File: config.mk
export PLATFORM = sky130hd
export DESIGN_NAME = cross_map_byte_move
export DESIGN_NICKNAME = d
export VERILOG_FILES = /design/src/core/byte_lane.v /design/src/core/cross_map_byte_move.v /design/src/core/pair_buffer.v
export VERILOG_INCLUDE_DIRS = /design/src /design/src/core
export SDC_FILE = /design/constraint.sdc
export NUM_CORES = 1
export LEC_CHECK = 0
export BUFFER_PORTS_ARGS = -buffer_cell sky130_fd_sc_hd__buf_2
export CAP_MARGIN = 20
export CORE_AREA = 8 8 132 134
export DETAILED_ROUTE_END_ITERATION = 12
export DIE_AREA = 0 0 140 142
export GPL_TIMING_DRIVEN = 0
export PLACE_DENSITY_LB_ADDON = 0.25
export SYNTH_ARGS = -nofsm -noshare
export SYNTH_HDL_FRONTEND = slang
export SYNTH_SLANG_ARGS = --single-unit
export TNS_END_PERCENT = 1
File: constraint.sdc
create_clock -name CLK_I -period 3.32 [get_ports CLK_I]
set_clock_uncertainty 0.15 [all_clocks]
set_input_delay 0.664 -clock CLK_I [delete_from_list [all_inputs] [get_ports CLK_I]]
set_output_delay 0.664 -clock CLK_I [all_outputs]
set_load 0.02 [all_outputs]
File: src/core/xmove_defines.vh
// constants shared by the cross-map byte move engine
`ifndef XMOVE_DEFINES_VH
`define XMOVE_DEFINES_VH

// opcode layout
`define XM_FAMILY_HI 15
`define XM_FAMILY_LO 5
`define XM_FAMILY_CODE 11'h41e
`define XM_SEL_HI 4
`define XM_SEL_LO 0
`define XM_SEL_CUR_CUR 5'h17
`define XM_SEL_FIRST_X 5'h18

// map codes driven on the memory port
`define MAP_CUR 2'h0
`define MAP_ALT1 2'h1
`define MAP_ALT2 2'h2
`define MAP_COUNT 3

// byte lane inside a word
`define LANE_BIT 0
`define LANE_HIGH 1'h0
`define LANE_HI_MSB 15
`define LANE_HI_LSB 8
`define LANE_LO_MSB 7
`define LANE_LO_LSB 0

// word window that gets the base register added
`define BASE_WIN_LO 15'h0002
`define BASE_WIN_HI 15'h03ff

// engine states
`define ST_IDLE 3'h0
`define ST_RUN 3'h1
`define ST_RD_SRC 3'h2
`define ST_RD_DST 3'h3
`define ST_WR_DST 3'h4
`define ST_FINISH 3'h5

`endif

File: src/core/byte_lane.v
// byte lane pick and merge for a 16-bit memory word
`timescale 1ns/10ps
`default_nettype none
`include "xmove_defines.vh"

module byte_lane (
  input wire [15:0] word_i,
  input wire lane_i,
  input wire [7:0] byte_i,
  output wire [7:0] pick_o,
  output wire [15:0] merge_o
);

  // even byte address is the high half of the word
  assign pick_o = (lane_i == `LANE_HIGH) ?
    word_i[`LANE_HI_MSB:`LANE_HI_LSB] :
    word_i[`LANE_LO_MSB:`LANE_LO_LSB];

  // the other lane is passed through untouched
  assign merge_o = (lane_i == `LANE_HIGH) ?
    {byte_i, word_i[`LANE_LO_MSB:`LANE_LO_LSB]} :
    {word_i[`LANE_HI_MSB:`LANE_HI_LSB], byte_i};

endmodule
`default_nettype wire

File: src/core/cross_map_byte_move.v
// cross-map byte block move engine
`timescale 1ns/10ps
`default_nettype none
`include "xmove_defines.vh"

module cross_map_byte_move (
  input wire CLK_I,
  input wire SRST_I,
  input wire START_I,
  input wire [15:0] OPCODE_I,
  input wire [15:0] ACC1_I,
  input wire [15:0] ACC2_I,
  input wire [15:0] INDEX_I,
  input wire [15:0] BASE_I,
  input wire CODE_DATA_SPLIT_MODE_I,
  input wire INTR_PENDING_I,
  input wire MEM_ACK_I,
  input wire [15:0] MEM_RDATA_I,
  output reg MEM_REQ_O,
  output reg MEM_WE_O,
  output reg [1:0] MEM_MAP_O,
  output reg [14:0] MEM_ADDR_O,
  output reg [15:0] MEM_WDATA_O,
  output reg BUSY_O,
  output reg DONE_O,
  output reg INTERRUPTED_O,
  output reg NOT_DECODED_O,
  output reg [15:0] ACC1_O,
  output reg [15:0] ACC2_O,
  output reg [15:0] INDEX_O
);

  // ****************************************************************
  // helper functions
  // ****************************************************************

  // table position: 0 for cur-cur, 1..8 for the others, 9 = no hit
  function [3:0] move_index;
    input [15:0] op;
    begin
      if (op[`XM_FAMILY_HI:`XM_FAMILY_LO] != `XM_FAMILY_CODE) begin
        move_index = 4'h9;
      end else if (op[`XM_SEL_HI:`XM_SEL_LO] == `XM_SEL_CUR_CUR) begin
        move_index = 4'h0;
      end else if (op[`XM_SEL_HI:`XM_SEL_LO] >= `XM_SEL_FIRST_X) begin
        move_index = {1'b0, op[2:0]} + 4'h1;
      end else begin
        move_index = 4'h9;
      end
    end
  endfunction

  // source map is index / 3, destination map is index mod 3
  function [1:0] src_map_of;
    input [3:0] idx;
    begin
      if (idx < 4'h3) begin
        src_map_of = `MAP_CUR;
      end else if (idx < 4'h6) begin
        src_map_of = `MAP_ALT1;
      end else begin
        src_map_of = `MAP_ALT2;
      end
    end
  endfunction

  function [1:0] dst_map_of;
    input [3:0] idx;
    reg [3:0] r;
    begin
      r = idx;
      if (r >= 4'h6) begin
        r = r - 4'h6;
      end else if (r >= 4'h3) begin
        r = r - 4'h3;
      end
      dst_map_of = r[1:0];
    end
  endfunction

  // a current-map address in the base window under split mode is
  // base-relative; other maps behave as non-split
  function is_relative;
    input split;
    input [1:0] map;
    input [15:0] byte_addr;
    reg [14:0] w;
    begin
      w = byte_addr[15:1];
      is_relative = split && (map == `MAP_CUR) &&
        (w >= `BASE_WIN_LO) && (w <= `BASE_WIN_HI);
    end
  endfunction

  // word address on the memory port, with base added when relative
  function [14:0] word_addr;
    input [15:0] byte_addr;
    input rel;
    input [15:0] base;
    begin
      if (rel) begin
        word_addr = byte_addr[15:1] + base[14:0];
      end else begin
        word_addr = byte_addr[15:1];
      end
    end
  endfunction

  // ****************************************************************
  // state and data path
  // ****************************************************************

  reg [2:0] state;
  reg [1:0] src_map;
  reg [1:0] dst_map;
  reg src_rel;
  reg dst_rel;
  reg [15:0] base;
  wire [3:0] start_idx;
  wire [1:0] start_src;
  wire [1:0] start_dst;
  wire [7:0] src_byte;
  wire [15:0] merged_word;
  wire buf_in_ready;
  wire buf_out_valid;
  wire [7:0] buf_out_data;
  wire buf_push;
  wire buf_pop;

  assign start_idx = move_index(OPCODE_I);
  assign start_src = src_map_of(start_idx);
  assign start_dst = dst_map_of(start_idx);

  // the buffer takes a byte when the source read lands and frees it
  // only when the merged destination write is acknowledged
  assign buf_push = (state == `ST_RD_SRC) && MEM_ACK_I;
  assign buf_pop = (state == `ST_WR_DST) && MEM_ACK_I;

  // lane pick from the source word
  byte_lane u_src_lane (
    .word_i(MEM_RDATA_I),
    .lane_i(ACC1_O[`LANE_BIT]),
    .byte_i(8'h00),
    .pick_o(src_byte),
    .merge_o()
  );

  // lane merge into the destination word
  byte_lane u_dst_lane (
    .word_i(MEM_RDATA_I),
    .lane_i(ACC2_O[`LANE_BIT]),
    .byte_i(buf_out_data),
    .pick_o(),
    .merge_o(merged_word)
  );

  // holds the byte between its read and its write
  pair_buffer #(
    .WIDTH(8),
    .DEPTH(2),
    .AW(1)
  ) u_buf (
    .clk_i(CLK_I),
    .srst_i(SRST_I),
    .in_valid_i(buf_push),
    .in_ready_o(buf_in_ready),
    .in_data_i(src_byte),
    .out_valid_o(buf_out_valid),
    .out_ready_i(buf_pop),
    .out_data_o(buf_out_data)
  );

  // ****************************************************************
  // sequencer
  // ****************************************************************

  // one byte per loop: read source, read destination, write merged
  always @(posedge CLK_I) begin
    if (SRST_I) begin
      state <= `ST_IDLE;
      src_map <= `MAP_CUR;
      dst_map <= `MAP_CUR;
      src_rel <= 1'b0;
      dst_rel <= 1'b0;
      base <= 16'h0000;
      MEM_REQ_O <= 1'b0;
      MEM_WE_O <= 1'b0;
      MEM_MAP_O <= `MAP_CUR;
      MEM_ADDR_O <= 15'h0000;
      MEM_WDATA_O <= 16'h0000;
      BUSY_O <= 1'b0;
      DONE_O <= 1'b0;
      INTERRUPTED_O <= 1'b0;
      NOT_DECODED_O <= 1'b0;
      ACC1_O <= 16'h0000;
      ACC2_O <= 16'h0000;
      INDEX_O <= 16'h0000;
    end else begin
      DONE_O <= 1'b0;
      INTERRUPTED_O <= 1'b0;
      NOT_DECODED_O <= 1'b0;
      case (state)
        `ST_IDLE: begin
          if (START_I && start_idx == 4'h9) begin
            NOT_DECODED_O <= 1'b1;
          end else if (START_I) begin
            // relativity is judged once, before any byte moves
            ACC1_O <= ACC1_I;
            ACC2_O <= ACC2_I;
            INDEX_O <= INDEX_I;
            base <= BASE_I;
            src_map <= start_src;
            dst_map <= start_dst;
            src_rel <= is_relative(CODE_DATA_SPLIT_MODE_I, start_src,
              ACC1_I);
            dst_rel <= is_relative(CODE_DATA_SPLIT_MODE_I, start_dst,
              ACC2_I);
            BUSY_O <= 1'b1;
            state <= `ST_RUN;
          end
        end
        `ST_RUN: begin
          if (INDEX_O == 16'h0000) begin
            state <= `ST_FINISH;
          end else if (INTR_PENDING_I) begin
            // progress lives only in the three registers
            BUSY_O <= 1'b0;
            INTERRUPTED_O <= 1'b1;
            state <= `ST_IDLE;
          end else if (buf_in_ready) begin
            MEM_REQ_O <= 1'b1;
            MEM_WE_O <= 1'b0;
            MEM_MAP_O <= src_map;
            MEM_ADDR_O <= word_addr(ACC1_O, src_rel, base);
            state <= `ST_RD_SRC;
          end
        end
        `ST_RD_SRC: begin
          if (MEM_ACK_I) begin
            ACC1_O <= ACC1_O + 16'h0001;
            MEM_MAP_O <= dst_map;
            MEM_ADDR_O <= word_addr(ACC2_O, dst_rel, base);
            state <= `ST_RD_DST;
          end
        end
        `ST_RD_DST: begin
          if (MEM_ACK_I && buf_out_valid) begin
            // write-back keeps the untouched lane intact
            MEM_WE_O <= 1'b1;
            MEM_WDATA_O <= merged_word;
            state <= `ST_WR_DST;
          end
        end
        `ST_WR_DST: begin
          if (MEM_ACK_I) begin
            MEM_REQ_O <= 1'b0;
            MEM_WE_O <= 1'b0;
            ACC2_O <= ACC2_O + 16'h0001;
            INDEX_O <= INDEX_O - 16'h0001;
            state <= `ST_RUN;
          end
        end
        `ST_FINISH: begin
          // relative registers were never rebased, so they exit relative
          BUSY_O <= 1'b0;
          DONE_O <= 1'b1;
          state <= `ST_IDLE;
        end
        default: begin
          MEM_REQ_O <= 1'b0;
          MEM_WE_O <= 1'b0;
          BUSY_O <= 1'b0;
          state <= `ST_IDLE;
        end
      endcase
    end
  end

endmodule
`default_nettype wire

File: src/core/pair_buffer.v
// small valid/ready buffer holding bytes in flight
`timescale 1ns/10ps
`default_nettype none

module pair_buffer #(
  parameter WIDTH = 8,
  parameter DEPTH = 2,
  parameter AW = 1
) (
  input wire clk_i,
  input wire srst_i,
  input wire in_valid_i,
  output wire in_ready_o,
  input wire [WIDTH-1:0] in_data_i,
  output wire out_valid_o,
  input wire out_ready_i,
  output wire [WIDTH-1:0] out_data_o
);

  reg [WIDTH-1:0] mem [0:DEPTH-1];
  reg [AW-1:0] wr_ptr;
  reg [AW-1:0] rd_ptr;
  reg [AW:0] fill;
  wire push;
  wire pop;

  // full and empty come straight from the fill count
  assign in_ready_o = (fill != DEPTH[AW:0]);
  assign out_valid_o = (fill != {(AW+1){1'b0}});
  assign out_data_o = mem[rd_ptr];
  assign push = in_valid_i && in_ready_o;
  assign pop = out_valid_o && out_ready_i;

  // pointers wrap at the depth, which need not be a power of two
  always @(posedge clk_i) begin
    if (srst_i) begin
      wr_ptr <= {AW{1'b0}};
      rd_ptr <= {AW{1'b0}};
      fill <= {(AW+1){1'b0}};
    end else begin
      if (push) begin
        wr_ptr <= (wr_ptr == DEPTH[AW-1:0] - 1'b1) ? {AW{1'b0}} :
          wr_ptr + 1'b1;
      end
      if (pop) begin
        rd_ptr <= (rd_ptr == DEPTH[AW-1:0] - 1'b1) ? {AW{1'b0}} :
          rd_ptr + 1'b1;
      end
      if (push && !pop) begin
        fill <= fill + 1'b1;
      end else if (pop && !push) begin
        fill <= fill - 1'b1;
      end
    end
  end

  // storage has no reset, only valid entries are ever read
  always @(posedge clk_i) begin
    if (push) begin
      mem[wr_ptr] <= in_data_i;
    end
  end

endmodule
`default_nettype wire

-- After elaboration in Yosys (flattened, before gate mapping)
Memory sizes are Yosys's and may differ from the RTL's. A register that Yosys moved wholly into a read port is not among the register bits.
Cells that the tools add are included.
- bits in registers: 115
- memory bits (writable): 16
- bits of input ports: 102
- output and inout port bits: 87
- memories: 1
- add/sub/neg operators: 12
- order comparisons: 9
- eq/ne operators: 19
- mux-type cells: 68
- bitwise logic cells: 6
- reduce and logical (&&, ||, !) cells: 39
- memories (memory ; words ; bits a word ; read ports ; clocked after memory_dff ; wr ports ; RTL line ; RTL):
    u_buf.mem ; 2 ; 8 ; 1 ; 1 ; 1 ; pair_buffer.v:20 ; reg [WIDTH-1:0] mem [0:DEPTH-1];
- operator list (cell ; count):
    $mux W16 ; 10
    $pmux W16 S2 ; 3
    $mux W15 ; 6
    $add A16 B1 Y16 const B ; 2
    $add A15 B15 Y15 ; 2
    $ge A15 B2 Y1 const B ; 2
    $le A15 B10 Y1 const B ; 2
    $pmux W15 S2 ; 1
    $mux W3 ; 8
    $mux W1 ; 21
    $mux W2 ; 10
    $ne A2 B2 Y1 const B ; 9
    $logic_not A16 Y1 ; 1
    $sub A16 B1 Y16 const B ; 1
    $pmux W3 S5 ; 1
    $reduce_and A5 Y1 ; 3
    $logic_and A1 B1 Y1 ; 14
    $mux W4 ; 3
    $reduce_and A6 Y1 ; 2
    $ne A11 B11 Y1 const B ; 1
    $reduce_bool A2 Y1 ; 5
    $reduce_or A3 Y1 ; 3
    $mux W8 ; 1
    $reduce_and A4 Y1 ; 2
    other kinds (28) ; 40

-- Depth between registers and ports, before layout
Gate-level depths: netlist of the first run.
- depth after elaboration: 11
- mapped depth: 15

-- Modules after synthesis
Synthesis of the first run repeated with hierarchy kept, for this count alone.
- cells, all modules: 1094
- area total of the unflattened synthesis: 8912.3 µm²
- modules (own cells, without submodules) (module ; instances ; cells each ; area an instance (µm²) ; sequential area each (µm²)):
    cross_map_byte_move ; 1 ; 991 ; 7313.3 ; 2222.1
    pair_buffer ; 1 ; 49 ; 805.8 ; 580.6
    byte_lane ; 2 ; 27 ; 396.6 ; 0.0

-- Worst setup path before layout of the first run
OpenSTA, ideal clock, no wires.
- path kind: input-to-reg
- start: in OPCODE_I[11]
- end: reg state[0]
- arrival time: 2.684 ns
- path slack: 0.395 ns
- stages: 12
- path through: or3_4 > nor3_4 > and3_1 > inv_1 > ha_1 > inv_1 > a31o_4 > nand2_1 > a211o_1 > a31oi_4 > a21oi_1 > a311oi_1
- longest elaborated chain between the ends: 6
- ends and longest elaborated chain (what ; RTL line ; RTL):
    start, declared ; cross_map_byte_move.v:10 ; input wire [15:0] OPCODE_I,
    $ne A11 B11 Y1 (no source line) ; n/a ;
    $mux W4 ; cross_map_byte_move.v:41 ; if (op[`XM_FAMILY_HI:`XM_FAMILY_LO] != `XM_FAMILY_CODE) begin
    $eq A4 B4 Y1 ; cross_map_byte_move.v:204 ; if (START_I && start_idx == 4'h9) begin
    $logic_and A1 B1 Y1 ; cross_map_byte_move.v:204 ;
    $ne A2 B2 Y1 (no source line) ; n/a ;
    $reduce_and A6 Y1 (no source line) ; n/a ;
    end signal, assigned ; cross_map_byte_move.v:219 ; state <= `ST_RUN;
    end signal, assigned ; cross_map_byte_move.v:224 ; state <= `ST_FINISH;
    end signal, assigned ; cross_map_byte_move.v:229 ; state <= `ST_IDLE;
    end, declared ; cross_map_byte_move.v:113 ; reg [2:0] state;
Every way passes these cells.
A chain may end at the register's enable or synchronous reset.

-- Worst setup path in the final report of the first run
- start: in OPCODE_I[11]
- end: reg dst_rel
- longest elaborated chain between the ends: 9
- ends and longest elaborated chain (what ; RTL line ; RTL):
    $ne A11 B11 Y1 (no source line) (*) ; n/a ;
    $mux W4 (*) ; cross_map_byte_move.v:41 ;
    $ge A4 B2 Y1 or $sub A2 B2 Y2 (tied branches) ; cross_map_byte_move.v:74, cross_map_byte_move.v:75 ;
    $mux W2 ; cross_map_byte_move.v:74 ; end else if (r >= 4'h3) begin
    $mux W2 ; cross_map_byte_move.v:72 ; if (r >= 4'h6) begin
    $logic_not A2 Y1 (no source line) ; n/a ;
    $logic_and A1 B1 Y1 (3 in series) ; cross_map_byte_move.v:90 ; is_relative = split && (map == `MAP_CUR) &&
    end signal, assigned ; cross_map_byte_move.v:216 ; dst_rel <= is_relative(CODE_DATA_SPLIT_MODE_I, start_dst,
    end, declared ; cross_map_byte_move.v:117 ; reg dst_rel;
Mark *: on every way between the ends. The rest lies on a longest branch, timed or not.

==> summary.md, run 1 <==
| Metric | Value |
|---|---|
| Overall die height | ~140 um |
| Number of global-route vias before repair | 8819 |
| Final hold violation count | 0 |
| Count of endpoints failing setup in the final report | 0 |
| Slowest cell on the critical path | sky130_fd_sc_hd__nor2_1 |
| Total I/O pin count | 189 |
| Crit-path max FO | 5 |
| Num CTS Buffers | 17 |
| Number of max-cap violations | 0 |
| Mean cell area of the mapped netlist | 7.63 sq um |
| Power Total | between 4 and 5 mW |
| Register share of total power | 40.1% |
| Required time at the endpoint of the critical path | 3520 ps |
| Flip-flop and latch area | between 2000 and 3000 sq um |
| Share of layout cells above drive strength 1 | 20.0% |
| Outcome | finished, final reports clean |
| Largest delay contributor family on the critical path | simple AND/OR/NAND/NOR gates |
| Wire length of the first global-routing pass | 46000 um |
| Cells taking the most area after synthesis | sky130_fd_sc_hd__dfxtp_1, sky130_fd_sc_hd__a21oi_1, sky130_fd_sc_hd__nor2_1, sky130_fd_sc_hd__edfxtp_1, sky130_fd_sc_hd__nand2_1 |
| Max H-tree Level | 4 |
| R2r worst-path depth | 11 |
| Final core utilization | 65.2% |
| Number of DRC markers in iteration 0 | 989 |
| Drt drc | 0 |
| Clock Sinks | 132 |
| Final standard cell area without fillers | 10100 sq um |
| Share of Yosys cell area claimed by the top area cell type | 28.0% |
| Post-synthesis sequential area ratio | 33.9% |
| Clk Tree Root Cell | sky130_fd_sc_hd__clkbuf_16 |
| Buffer count from post-CTS setup fixing | 0 |
| Warnings, synthesis | 0 |
| Fillcell total | 1403 |
| Worst-skew pair later-pin latency | 440 ps |
| Clock power frac | 47.4% |
| Delay of the slowest cell on the worst path | between 400 and 500 ps |
| Area added between synthesis and finish | 21.4% |
| Cell Pwr Density | 414 nW/um^2 |
| Total standard cell area after synthesis | between 8000 and 9000 sq um |
| Net switching power | 1.25 mW |
| Internal power | 2.91 mW |
| Antenna Cells | 0 |
| Dominant synthesized flop cell | sky130_fd_sc_hd__dfxtp_1 |
| Pin count of the biggest net entering global routing | 17 |
| GRT Resource Usage Total | ~30% |
| Worst voltage drop across the vdd grid | about 0.36 mV |
| Router iterations before antenna repair | 10 |
| Hold Path Class | input port to register |
| Global route total overflow | 0 |
| Switching share of total power | 30.1% |
| Number of I/O port buffers | 185 |
| Ordered list of cells on the worst path | buf_2, or3_4, nor3_4, and3_1, inv_1, ha_1, nor2_1, a211oi_1, xnor2_1, nand3_1, o21ai_0 |
| Gate power share | 12.5% |
| Share of synthesized flip-flops with an asynchronous set or reset | 0% |
| Type of origin of the critical path | input port |
| Final cycle utilization of the critical path | 93.7% |
| Horizontal extent of the die | 140 um |
| Number of storage elements in the synthesis netlist | around 130 |
| Core area | 15400 sq um |
| CTS Hold Buffers Added | 0 |
| Number of gates on the worst path with buffers counted | 11 |
| GPL Wtd Cong | about 0.95 |
| Number of buffer and inverter instances along the worst setup path | 2 |
| Number of instances on the worst hold path | 3 |
| Most common cell after layout, fill and taps aside | sky130_fd_sc_hd__buf_2 |
| Achievable Freq | 0.321 GHz |
| Relative slew margins | between 40% and 50% |
| Worst slack on hold paths | 313 ps |
| Cell type with the highest aggregate area in the netlist | sky130_fd_sc_hd__dfxtp_1 |
| Die area | between 15000 and 20000 sq um |
| Post-synth EDFFs | 16 |
| Unrepaired setup endpoints after global routing | no |
| Gate count of the mapped netlist | 1085 |
| Footprint of the multi-input gates | 5090 sq um |
| Net Count, Synth | 1226 |
| Routed via count | approximately 9300 |
| Top library cells by usage in the layout, fill and taps aside | sky130_fd_sc_hd__buf_2, sky130_fd_sc_hd__nor2_1, sky130_fd_sc_hd__a21oi_1, sky130_fd_sc_hd__nand2_1, sky130_fd_sc_hd__dfxtp_1 |
| Initial cell density of the core | between 50% and 60% |
| Clock transition at the register clock pins on the worst setup and hold paths after CTS | about 70 ps |
| Half-perimeter wire length of the detailed placement result | 22600 um |
| Initial antenna violation count | 1 |
| Critical Path AT | 3310 ps |
| WS Path Type | input port to register |
| Slew of the pin with the lowest slew margin | about 870 ps |
| Clock tree from TritonCTS | done |
| Average routed wire per standard cell | ~20 um |
| Final TNS setup | 0 ps |
| Final wirelength | 30500 um |
| Slew Limit Fails | 0 |
| Std-Cell Rows | 46 |
| Layout net count | 1431 |
| DR vias/cell | 6.22 |
| Maximum number of buffers from clock root to sink | 2 |
| Antenna-violating nets left | 0 |
| Kind of capture point of the worst setup path | register |
| Count of instances resized after the clock tree is built | 0 |
| Leakage power figure | 4.22 nW |
| Distinct cells, synth | 64 |
| Min Clock Period, post-route | approximately 3100 ps |
| Total placed instance area | 9450 sq um |
-- sequential cells by signal, summed over array words and instances, names as in the netlist, named ones only --
| signal | cells |
|---|---|
| u_buf.wr_ptr | 1 |
| INDEX_O | 16 |
| ACC1_O | 16 |
| DONE_O | 1 |
| src_rel | 1 |
| MEM_REQ_O | 1 |
| BUSY_O | 1 |
| MEM_WE_O | 1 |
| MEM_MAP_O | 2 |
| u_buf.fill | 2 |
| ACC2_O | 16 |
| NOT_DECODED_O | 1 |
| state | 3 |
| base | 15 |
| u_buf.rd_ptr | 1 |
| u_buf.mem | 16 |
| INTERRUPTED_O | 1 |
| src_map | 2 |
| MEM_WDATA_O | 16 |
| MEM_ADDR_O | 15 |
| dst_map | 2 |
| dst_rel | 1 |
-- power groups by stage --
stage / clock [mW] / sequential, mW / combinational, mW
finish: 1.97 / 1.67 / 0.522
floorplan: 0 / 1.72 / 0.295
global placement: 0 / 1.70 / 0.499
global route: 2.04 / 1.67 / 0.560
CTS: 1.97 / 1.67 / 0.509
detailed placement: 0 / 1.70 / 0.506
-- synth_stat cells (4+ instances only) --
cell type,instances
sky130_fd_sc_hd__o31ai_1,7
sky130_fd_sc_hd__nand3_1,28
sky130_fd_sc_hd__mux2_2,10
sky130_fd_sc_hd__o21ai_0,74
sky130_fd_sc_hd__nor3_1,30
sky130_fd_sc_hd__nor4_1,9
sky130_fd_sc_hd__edfxtp_1,16
sky130_fd_sc_hd__and3_1,13
sky130_fd_sc_hd__nand3b_1,4
sky130_fd_sc_hd__mux2i_1,20
sky130_fd_sc_hd__nand4_1,5
sky130_fd_sc_hd__a21oi_1,128
sky130_fd_sc_hd__a31oi_1,9
sky130_fd_sc_hd__nand2_1,125
sky130_fd_sc_hd__buf_1,5
sky130_fd_sc_hd__a311oi_1,10
sky130_fd_sc_hd__ha_1,37
sky130_fd_sc_hd__nor2b_1,18
sky130_fd_sc_hd__nor2_1,149
sky130_fd_sc_hd__or3_1,10
sky130_fd_sc_hd__xnor2_1,12
sky130_fd_sc_hd__a211oi_1,42
sky130_fd_sc_hd__o32ai_1,7
sky130_fd_sc_hd__o21a_1,8
sky130_fd_sc_hd__clkbuf_1,46
sky130_fd_sc_hd__or2_2,4
sky130_fd_sc_hd__o22ai_1,7
sky130_fd_sc_hd__o211ai_1,5
sky130_fd_sc_hd__a21o_1,9
sky130_fd_sc_hd__nand2b_1,10
sky130_fd_sc_hd__buf_2,20
sky130_fd_sc_hd__dfxtp_1,116
sky130_fd_sc_hd__xor2_1,9
sky130_fd_sc_hd__inv_1,22
sky130_fd_sc_hd__a22oi_1,13
-- layout make-up --
class                      instances  share of cell area [%]
sequential                       132                    27.9
multi-input combinational        858                    50.6
clock buffer                      17                    4.23
inverter                          22                   0.821
tap                              192                    2.39
clock inverter                    15                    1.78
buffer                            73                    3.05
timing repair buffer             186                    9.26
-- routing by layer --
layer	routed length [um]	vias up	global-route usage (%)
met5	16	-	0
met4	1310	2	14.5
met3	3080	109	7.55
met2	14300	560	49.1
met1	11800	4282	34.5
li1	-	4349	-
-- worst paths after layout --
kind | slack, ps | start | end
worst max-delay path | 210 | OPCODE_I[11] | dst_rel
worst min register to register | 330 | dst_map[1] | MEM_MAP_O[1]
worst min-delay path | 310 | BASE_I[6] | base[6]
worst max register to register | 350 | ACC1_O[1] | MEM_ADDR_O[12]
-- logic make-up (layout without fill, tap and decap cells) --
logic type | Yosys count | count (layout) | synth area share [%]
muxes | 30 | 30 | 3.78
buffers and inverters | 95 | 313 | 4.70
xor gates and xnor gates | 21 | 21 | 2.22
and+or+nand+nor | 423 | 423 | 23.5
AOI/OAI and AO/OA | 345 | 345 | 25.9
DFF | 132 | 132 | 33.9
adders and majority gates | 39 | 39 | 6.08
-- worst register-to-register path, cell delays in order (launching register included) --
cell and delay (ps):
sky130_fd_sc_hd__dfxtp_1 430, sky130_fd_sc_hd__ha_1 240, sky130_fd_sc_hd__inv_1 70, sky130_fd_sc_hd__fa_1 380
sky130_fd_sc_hd__nor2b_1 250, sky130_fd_sc_hd__o2111ai_1 200, sky130_fd_sc_hd__a31oi_1 270, sky130_fd_sc_hd__o2111ai_1 180
sky130_fd_sc_hd__a21boi_0 260, sky130_fd_sc_hd__mux2i_1 230, sky130_fd_sc_hd__nor3_1 60, sky130_fd_sc_hd__o32ai_1 140
-- per-stage QoR --
| stage | worst slack [ps] | instances |
|---|---|---|
| after floorplan | 395 | 1085 |
| after CTS | 289 | 1495 |
| after global placement | -121 | 1462 |
| final | 209 | 1495 |
| after global routing | 106 | 1495 |
| after detailed placement | -158 | 1463 |
(Power assumes the default switching activity.)
==> run 2, diff against run 1 <==
CTS_CLUSTER_DIAMETER = 40   (was default)
PLACE_DENSITY = 0.8   (was default)
PLACE_DENSITY_LB_ADDON = default   (was 0.25)
==> run 2 against run 1 <==
Compared with the run above:
- sequential power hardly changed
- non-clock buffer count is the same
- setup slack improved by 51 ps
- routed wire length grew 0.61%
- die area unchanged
- sequential share of layout area is essentially flat
- maximum frequency increased by 1.7%
- count of clock-buffer cells in the layout rose by 3
- global-route usage up 0.80 points
- total power shrank 0.81%
==> summary.md, run 2 (synthesis results as in run 1) <==
| Metric | Value |
|---|---|
| Final wirelength | 30700 um |
| Top library cells by usage in the layout, fill and taps aside | sky130_fd_sc_hd__buf_2, sky130_fd_sc_hd__nor2_1, sky130_fd_sc_hd__a21oi_1, sky130_fd_sc_hd__nand2_1, sky130_fd_sc_hd__dfxtp_1 |
| Antenna Cells | 0 |
| Worst setup slack after layout | 261 ps |
| Critical Path AT | 3220 ps |
| Total I/O pin count | 189 |
| Average routed wire per standard cell | around 21 um |
| Slack of the worst reg-to-reg path | 330 ps |
| Register share of total power | 40.4% |
| Gate power share | 12.7% |
| Maximum number of buffers from clock root to sink | 2 |
| Required time at the endpoint of the critical path | 3480 ps |
| Initial antenna violation count | 1 |
| Layout net count | 1431 |
| Post-place setup slack | -98.3 ps |
| Clk Tree Root Cell | sky130_fd_sc_hd__clkbuf_16 |
| Final standard cell area without fillers | roughly 10000 sq um |
| Wire length of the first global-routing pass | ~47000 um |
| Critical path destination | ACC2_O[9] |
| Leakage power figure | 4.21 nW |
| Area added between synthesis and finish | 21.3% |
| Count of endpoints failing setup in the final report | 0 |
| Num CTS Buffers | 17 |
| Total placed instance area | ~9500 sq um |
| CTS Hold Buffers Added | 0 |
| Clock transition at the register clock pins on the worst setup and hold paths after CTS | about 60 ps |
| Drt drc | 0 |
| Number of gates on the worst path with buffers counted | 14 |
| Slew Limit Fails | 0 |
| Net switching power | about 1.1 mW |
| Clock tree from TritonCTS | done |
| Hold path start | BASE_I[12] |
| Clock Sinks | 132 |
| RR Endpoint | MEM_ADDR_O[11] |
| Kind of capture point of the worst setup path | register |
| Min Clock Period, post-route | 3060 ps |
| Routed via count | 9373 |
| Std-Cell Rows | 46 |
| Unrepaired setup endpoints after global routing | no |
| Global route total overflow | 0 |
| Slowest cell on the critical path | sky130_fd_sc_hd__or3_4 |
| Share of layout cells above drive strength 1 | 19.6% |
| Initial cell density of the core | 53.7% |
| Router iterations before antenna repair | 6 |
| Antenna-violating nets left | 0 |
| Worst voltage drop across the vdd grid | ~0.37 mV |
| Core area | 15400 sq um |
| Count of instances resized after the clock tree is built | 0 |
| Crit-path max FO | 10 |
| Internal power | 3.01 mW |
| Buffer count from post-CTS setup fixing | 0 |
| Relative slew margins | between 40 and 50% |
| Ordered list of cells on the worst path | buf_2, or3_4, nor3_4, and3_1, inv_1, ha_1, inv_1, a31o_4, nand3_1, nand2_1, buf_2, o21ai_0, a21oi_1, nor2_1 |
| Cell Pwr Density | roughly 410 nW/um^2 |
| Overall die height | approximately 140 um |
| Final hold violation count | 0 |
| Number of buffer and inverter instances along the worst setup path | 4 |
| WS Path Type | input port to register |
| GRT Resource Usage Total | 30.1% |
| Number of global-route vias before repair | 8933 |
| Clock power frac | roughly 47% |
| Largest delay contributor family on the critical path | simple AND/OR/NAND/NOR gates |
| Slew of the pin with the lowest slew margin | slightly below 900 ps |
| Half-perimeter wire length of the detailed placement result | 22700 um |
| Pin count of the biggest net entering global routing | 17 |
| Achievable Freq | ~0.33 GHz |
| Max H-tree Level | 4 |
| Switching share of total power | 27.1% |
| R2r worst-path depth | 11 |
| GPL Wtd Cong | between 0.9 and 1 |
| Critical R2R Launch | INDEX_O[0] |
| Number of max-cap violations | 0 |
| Critical path launch point | OPCODE_I[11] |
| Number of DRC markers in iteration 0 | 1092 |
| Worst-skew pair later-pin latency | ~430 ps |
| DR vias/cell | 6.27 |
| Most common cell after layout, fill and taps aside | sky130_fd_sc_hd__buf_2 |
| Outcome | finished, final reports clean |
| Hold Path Class | input port to register |
| Die area | just under 20000 sq um |
| Final cycle utilization of the critical path | 92.2% |
| Type of origin of the critical path | input port |
| Number of I/O port buffers | 185 |
| Delay of the slowest cell on the worst path | approximately 380 ps |
| Horizontal extent of the die | 140 um |
## run 2: worst min path at each step
stage	end	slack, ps	cells after the start
global route	base[6]	330	3
detailed placement	MEM_MAP_O[0]	320	2
CTS	base[2]	310	3
finish	base[12]	320	3
floorplan	dst_map[0]	300	2
global placement	MEM_ADDR_O[5]	310	2
## run 2: layout make-up
class	instances	area, sq um
Tap cell	192	240
Timing Repair Buffer	186	933
Inverter	22	82.6
Clock inverter	12	155
Clock buffer	20	437
Sequential cell	132	2800
Fill cell	1407	5380
Multi-Input combinational cell	858	5090
Buffer	73	307
## run 2: worst register-to-register path, stage by stage (launching register included)
cell                       delay, ps
sky130_fd_sc_hd__dfxtp_1         350
sky130_fd_sc_hd__inv_1            70
sky130_fd_sc_hd__ha_1            170
sky130_fd_sc_hd__nor4b_1         430
sky130_fd_sc_hd__nand4b_1        260
sky130_fd_sc_hd__o31ai_1         360
sky130_fd_sc_hd__a21oi_1         250
sky130_fd_sc_hd__buf_2           240
sky130_fd_sc_hd__o21ai_0          90
sky130_fd_sc_hd__o21ai_0         100
sky130_fd_sc_hd__a211oi_1        290
sky130_fd_sc_hd__o21a_1          170
## run 2: metal layers
layer	GRT usage, %	up-vias	part of all wire, %
met5	0	-	0.042
met4	14.9	2	3.6
met3	7.38	98	9.8
met2	50.5	555	47
met1	35.6	4365	39
li1	-	4353	-
## run 2: power groups by stage
stage	clock (mW)	combinational, mW	sequential [mW]
2_1_floorplan	0	0.295	1.72
3_3_place_gp	0	0.502	1.70
3_5_place_dp	0	0.508	1.70
4_1_cts	1.94	0.512	1.67
5_1_grt	2.02	0.565	1.67
6_report	1.94	0.526	1.67
## run 2: metrics by stage
step	power [mW]	utilization, %	std cells	hold WS, ps	setup TNS, ps
global placement	2.21	61.2	1462	310	-543
global route	4.26	65.1	1495	332	0
finish	4.13	65.1	1495	319	0
floorplan	2.01	-	1085	304	0
CTS	4.12	65.1	1495	315	0
detailed placement	2.21	61.3	1463	319	-1890
==> run 3, diff against run 2 <==
CORE_AREA = 8 8 128 130   (was 8 8 132 134)
DIE_AREA = 0 0 136 138   (was 0 0 140 142)
PLACE_DENSITY = 0.85   (was 0.8)
SKIP_CTS_REPAIR_TIMING = 1   (was default)
clock period = 3.7 ns   (was 3.32 ns; I/O delays follow)
==> run 3 against run 2 <==
Compared with the run above:
- flip-flop and latch count unchanged
- cell area fell by 0.24%
- utilization rose by 4.9 points
- setup slack better by 250 ps
- register-to-register slack improved by 280 ps
- first-iteration DRC count fell by 17%
==> summary.md, run 3 (synthesis results as in run 1) <==
| Metric | Value |
|---|---|
| Slack of the worst reg-to-reg path | 610 ps |
| Hold Path Class | register to register |
| Die area | 18800 sq um |
| Final wirelength | 30900 um |
| Ordered list of cells on the worst path | buf_2, or3_4, nor3_4, and3_1, inv_1, ha_1, nor2_1, o22ai_1, o22ai_1, nor2_1, a21oi_1, nor2_1 |
| GPL Wtd Cong | between 0.9 and 1 |
| Slew of the pin with the lowest slew margin | 886 ps |
| Pin count of the biggest net entering global routing | 17 |
| Number of max-cap violations | 0 |
| Max H-tree Level | 4 |
| Antenna Cells | 0 |
| Slew Limit Fails | 0 |
| Relative slew margins | 41.0% |
| Half-perimeter wire length of the detailed placement result | 22800 um |
| Clk Tree Root Cell | sky130_fd_sc_hd__clkbuf_16 |
| Type of origin of the critical path | input port |
| Final hold violation count | 0 |
| Total I/O pin count | 189 |
| Final TNS setup | 0 ps |
| Final cell count without fillers | about 1500 |
| Most common cell after layout, fill and taps aside | sky130_fd_sc_hd__buf_2 |
| Drt drc | 0 |
| Average routed wire per standard cell | 20.8 um |
| Outcome | finished, final reports clean |
| RR Endpoint | MEM_ADDR_O[12] |
| Number of DRC markers in iteration 0 | 909 |
| Number of I/O port buffers | 185 |
| Worst min-delay path endpoint | MEM_ADDR_O[5] |
| WS Path Type | input port to register |
| Required time at the endpoint of the critical path | a little under 4000 ps |
| Cell Count Post-Placement | 1455 |
| Critical Path AT | between 3000 and 4000 ps |
| GRT Resource Usage Total | 31.8% |
| Slowest cell on the critical path | sky130_fd_sc_hd__nor2_1 |
| Share of layout cells above drive strength 1 | between 10% and 20% |
| Layout net count | 1431 |
| Number of global-route vias before repair | 9052 |
| R2r worst-path depth | 11 |
| Min Clock Period, post-route | around 3200 ps |
| DR vias/cell | 6.37 |
| Number of buffer and inverter instances along the worst setup path | 2 |
| Num CTS Buffers | 17 |
| Std-Cell Rows | 44 |
| Cell Pwr Density | 367 nW/um^2 |
| Clock tree from TritonCTS | done |
| Horizontal extent of the die | 136 um |
| Crit-path max FO | 5 |
| Count of endpoints failing setup in the final report | 0 |
| Clock Sinks | 132 |
| Worst voltage drop across the vdd grid | 0.309 mV |
| Core area | 14300 sq um |
| Critical R2R Launch | ACC1_O[1] |
| Routed via count | 9478 |
| Initial cell density of the core | 57.8% |
| Hold path start | MEM_ADDR_O[5] |
| Initial antenna violation count | 1 |
| Antenna-violating nets left | 0 |
| Achievable Freq | 0.314 GHz |
| Final cycle utilization of the critical path | 86.2% |
| Worst-skew pair later-pin latency | 440 ps |
| Area added between synthesis and finish | 21.0% |
| Wire length of the first global-routing pass | 47900 um |
| Unrepaired setup endpoints after global routing | no |
| Delay of the slowest cell on the worst path | approximately 450 ps |
| Kind of capture point of the worst setup path | register |
| Router iterations before antenna repair | 5 |
| Largest delay contributor family on the critical path | simple AND/OR/NAND/NOR gates |
| Maximum number of buffers from clock root to sink | 2 |
| Leakage power figure | 4.20 nW |
| Top library cells by usage in the layout, fill and taps aside | sky130_fd_sc_hd__buf_2, sky130_fd_sc_hd__nor2_1, sky130_fd_sc_hd__a21oi_1, sky130_fd_sc_hd__nand2_1, sky130_fd_sc_hd__dfxtp_1 |
| Overall die height | 138 um |
| Global route total overflow | 0 |
| Most frequent CP cell | sky130_fd_sc_hd__nor2_1 |
| Clock transition at the register clock pins on the worst setup and hold paths after CTS | 60 ps |
| Number of instances on the worst hold path | 2 |
-- run 3: cell count changes in the layout (fill, tap and decap cells not counted) --
cell / previous run / this run
sky130_fd_sc_hd__clkinv_1: 2 / 3
sky130_fd_sc_hd__clkbuf_1: 49 / 46
sky130_fd_sc_hd__bufinv_16: 3 / 2
sky130_fd_sc_hd__buf_4: 3 / 2
sky130_fd_sc_hd__buf_2: 205 / 206
sky130_fd_sc_hd__clkinvlp_4: 0 / 2
sky130_fd_sc_hd__inv_8: 0 / 1
-- run 3: through the flow --
| step | power (mW) | setup WS, ps | utilization [%] | hold slack [ps] | instance area [sq um] |
|---|---|---|---|---|---|
| 5_1_grt | 3.76 | 425 | 70.0 | 358 | 10000 |
| 3_3_place_gp | 1.98 | 215 | 65.9 | 311 | 9440 |
| 6_report | 3.68 | 511 | 70.0 | 332 | 10000 |
| 3_5_place_dp | 1.98 | 170 | 66.0 | 321 | 9440 |
| 4_1_cts | 3.65 | 603 | 70.0 | 329 | 10000 |
| 2_1_floorplan | 1.81 | 699 | - | 304 | 8280 |
-- run 3: layout make-up --
| class | instances | area (sq um) |
|---|---|---|
| Multi-Input combinational cell | 858 | 5090 |
| Fill cell | 1214 | 4290 |
| Sequential cell | 132 | 2800 |
| Timing Repair Buffer | 186 | 931 |
| Clock buffer | 17 | 425 |
| Buffer | 73 | 307 |
| Tap cell | 184 | 230 |
| Clock inverter | 15 | 155 |
| Inverter | 22 | 82.6 |
-- run 3: per-layer routing --
metal	share of wire, %	GRT usage [%]
met4	4.2	15.8
met5	0.032	0
met2	47	52.1
met1	39	38.4
met3	10	6.67
-- run 3: worst max path at each step --
stage               slack, ps          from         end  cells past startpoint
floorplan                 700  OPCODE_I[11]    state[0]                     12
global placement          210  OPCODE_I[11]  dst_map[1]                     12
detailed placement        170  OPCODE_I[11]  dst_map[1]                     12
CTS                       600  OPCODE_I[11]  dst_map[1]                     12
global route              430  OPCODE_I[11]  INDEX_O[6]                     14
finish                    510  OPCODE_I[11]  dst_map[1]                     12
-- run 3: worst reg2reg max path, cell delays in order (launching register included) --
cell and delay, ps:
sky130_fd_sc_hd__dfxtp_1 430, sky130_fd_sc_hd__ha_1 250, sky130_fd_sc_hd__inv_1 80, sky130_fd_sc_hd__fa_1 390, sky130_fd_sc_hd__nor2b_1 210, sky130_fd_sc_hd__o2111ai_1 200, sky130_fd_sc_hd__a31oi_1 340, sky130_fd_sc_hd__o2111ai_1 190
sky130_fd_sc_hd__a21boi_0 260, sky130_fd_sc_hd__mux2i_1 270, sky130_fd_sc_hd__nor3_1 70, sky130_fd_sc_hd__o32ai_1 160
-- run 3: power breakdown --
group	switching, mW	internal [mW]	total (mW)	leakage (nW)
Combinational	0.303	0.169	0.472	2.85
Clock	0.711	0.995	1.71	0.279
Sequential	0.0277	1.47	1.50	1.08
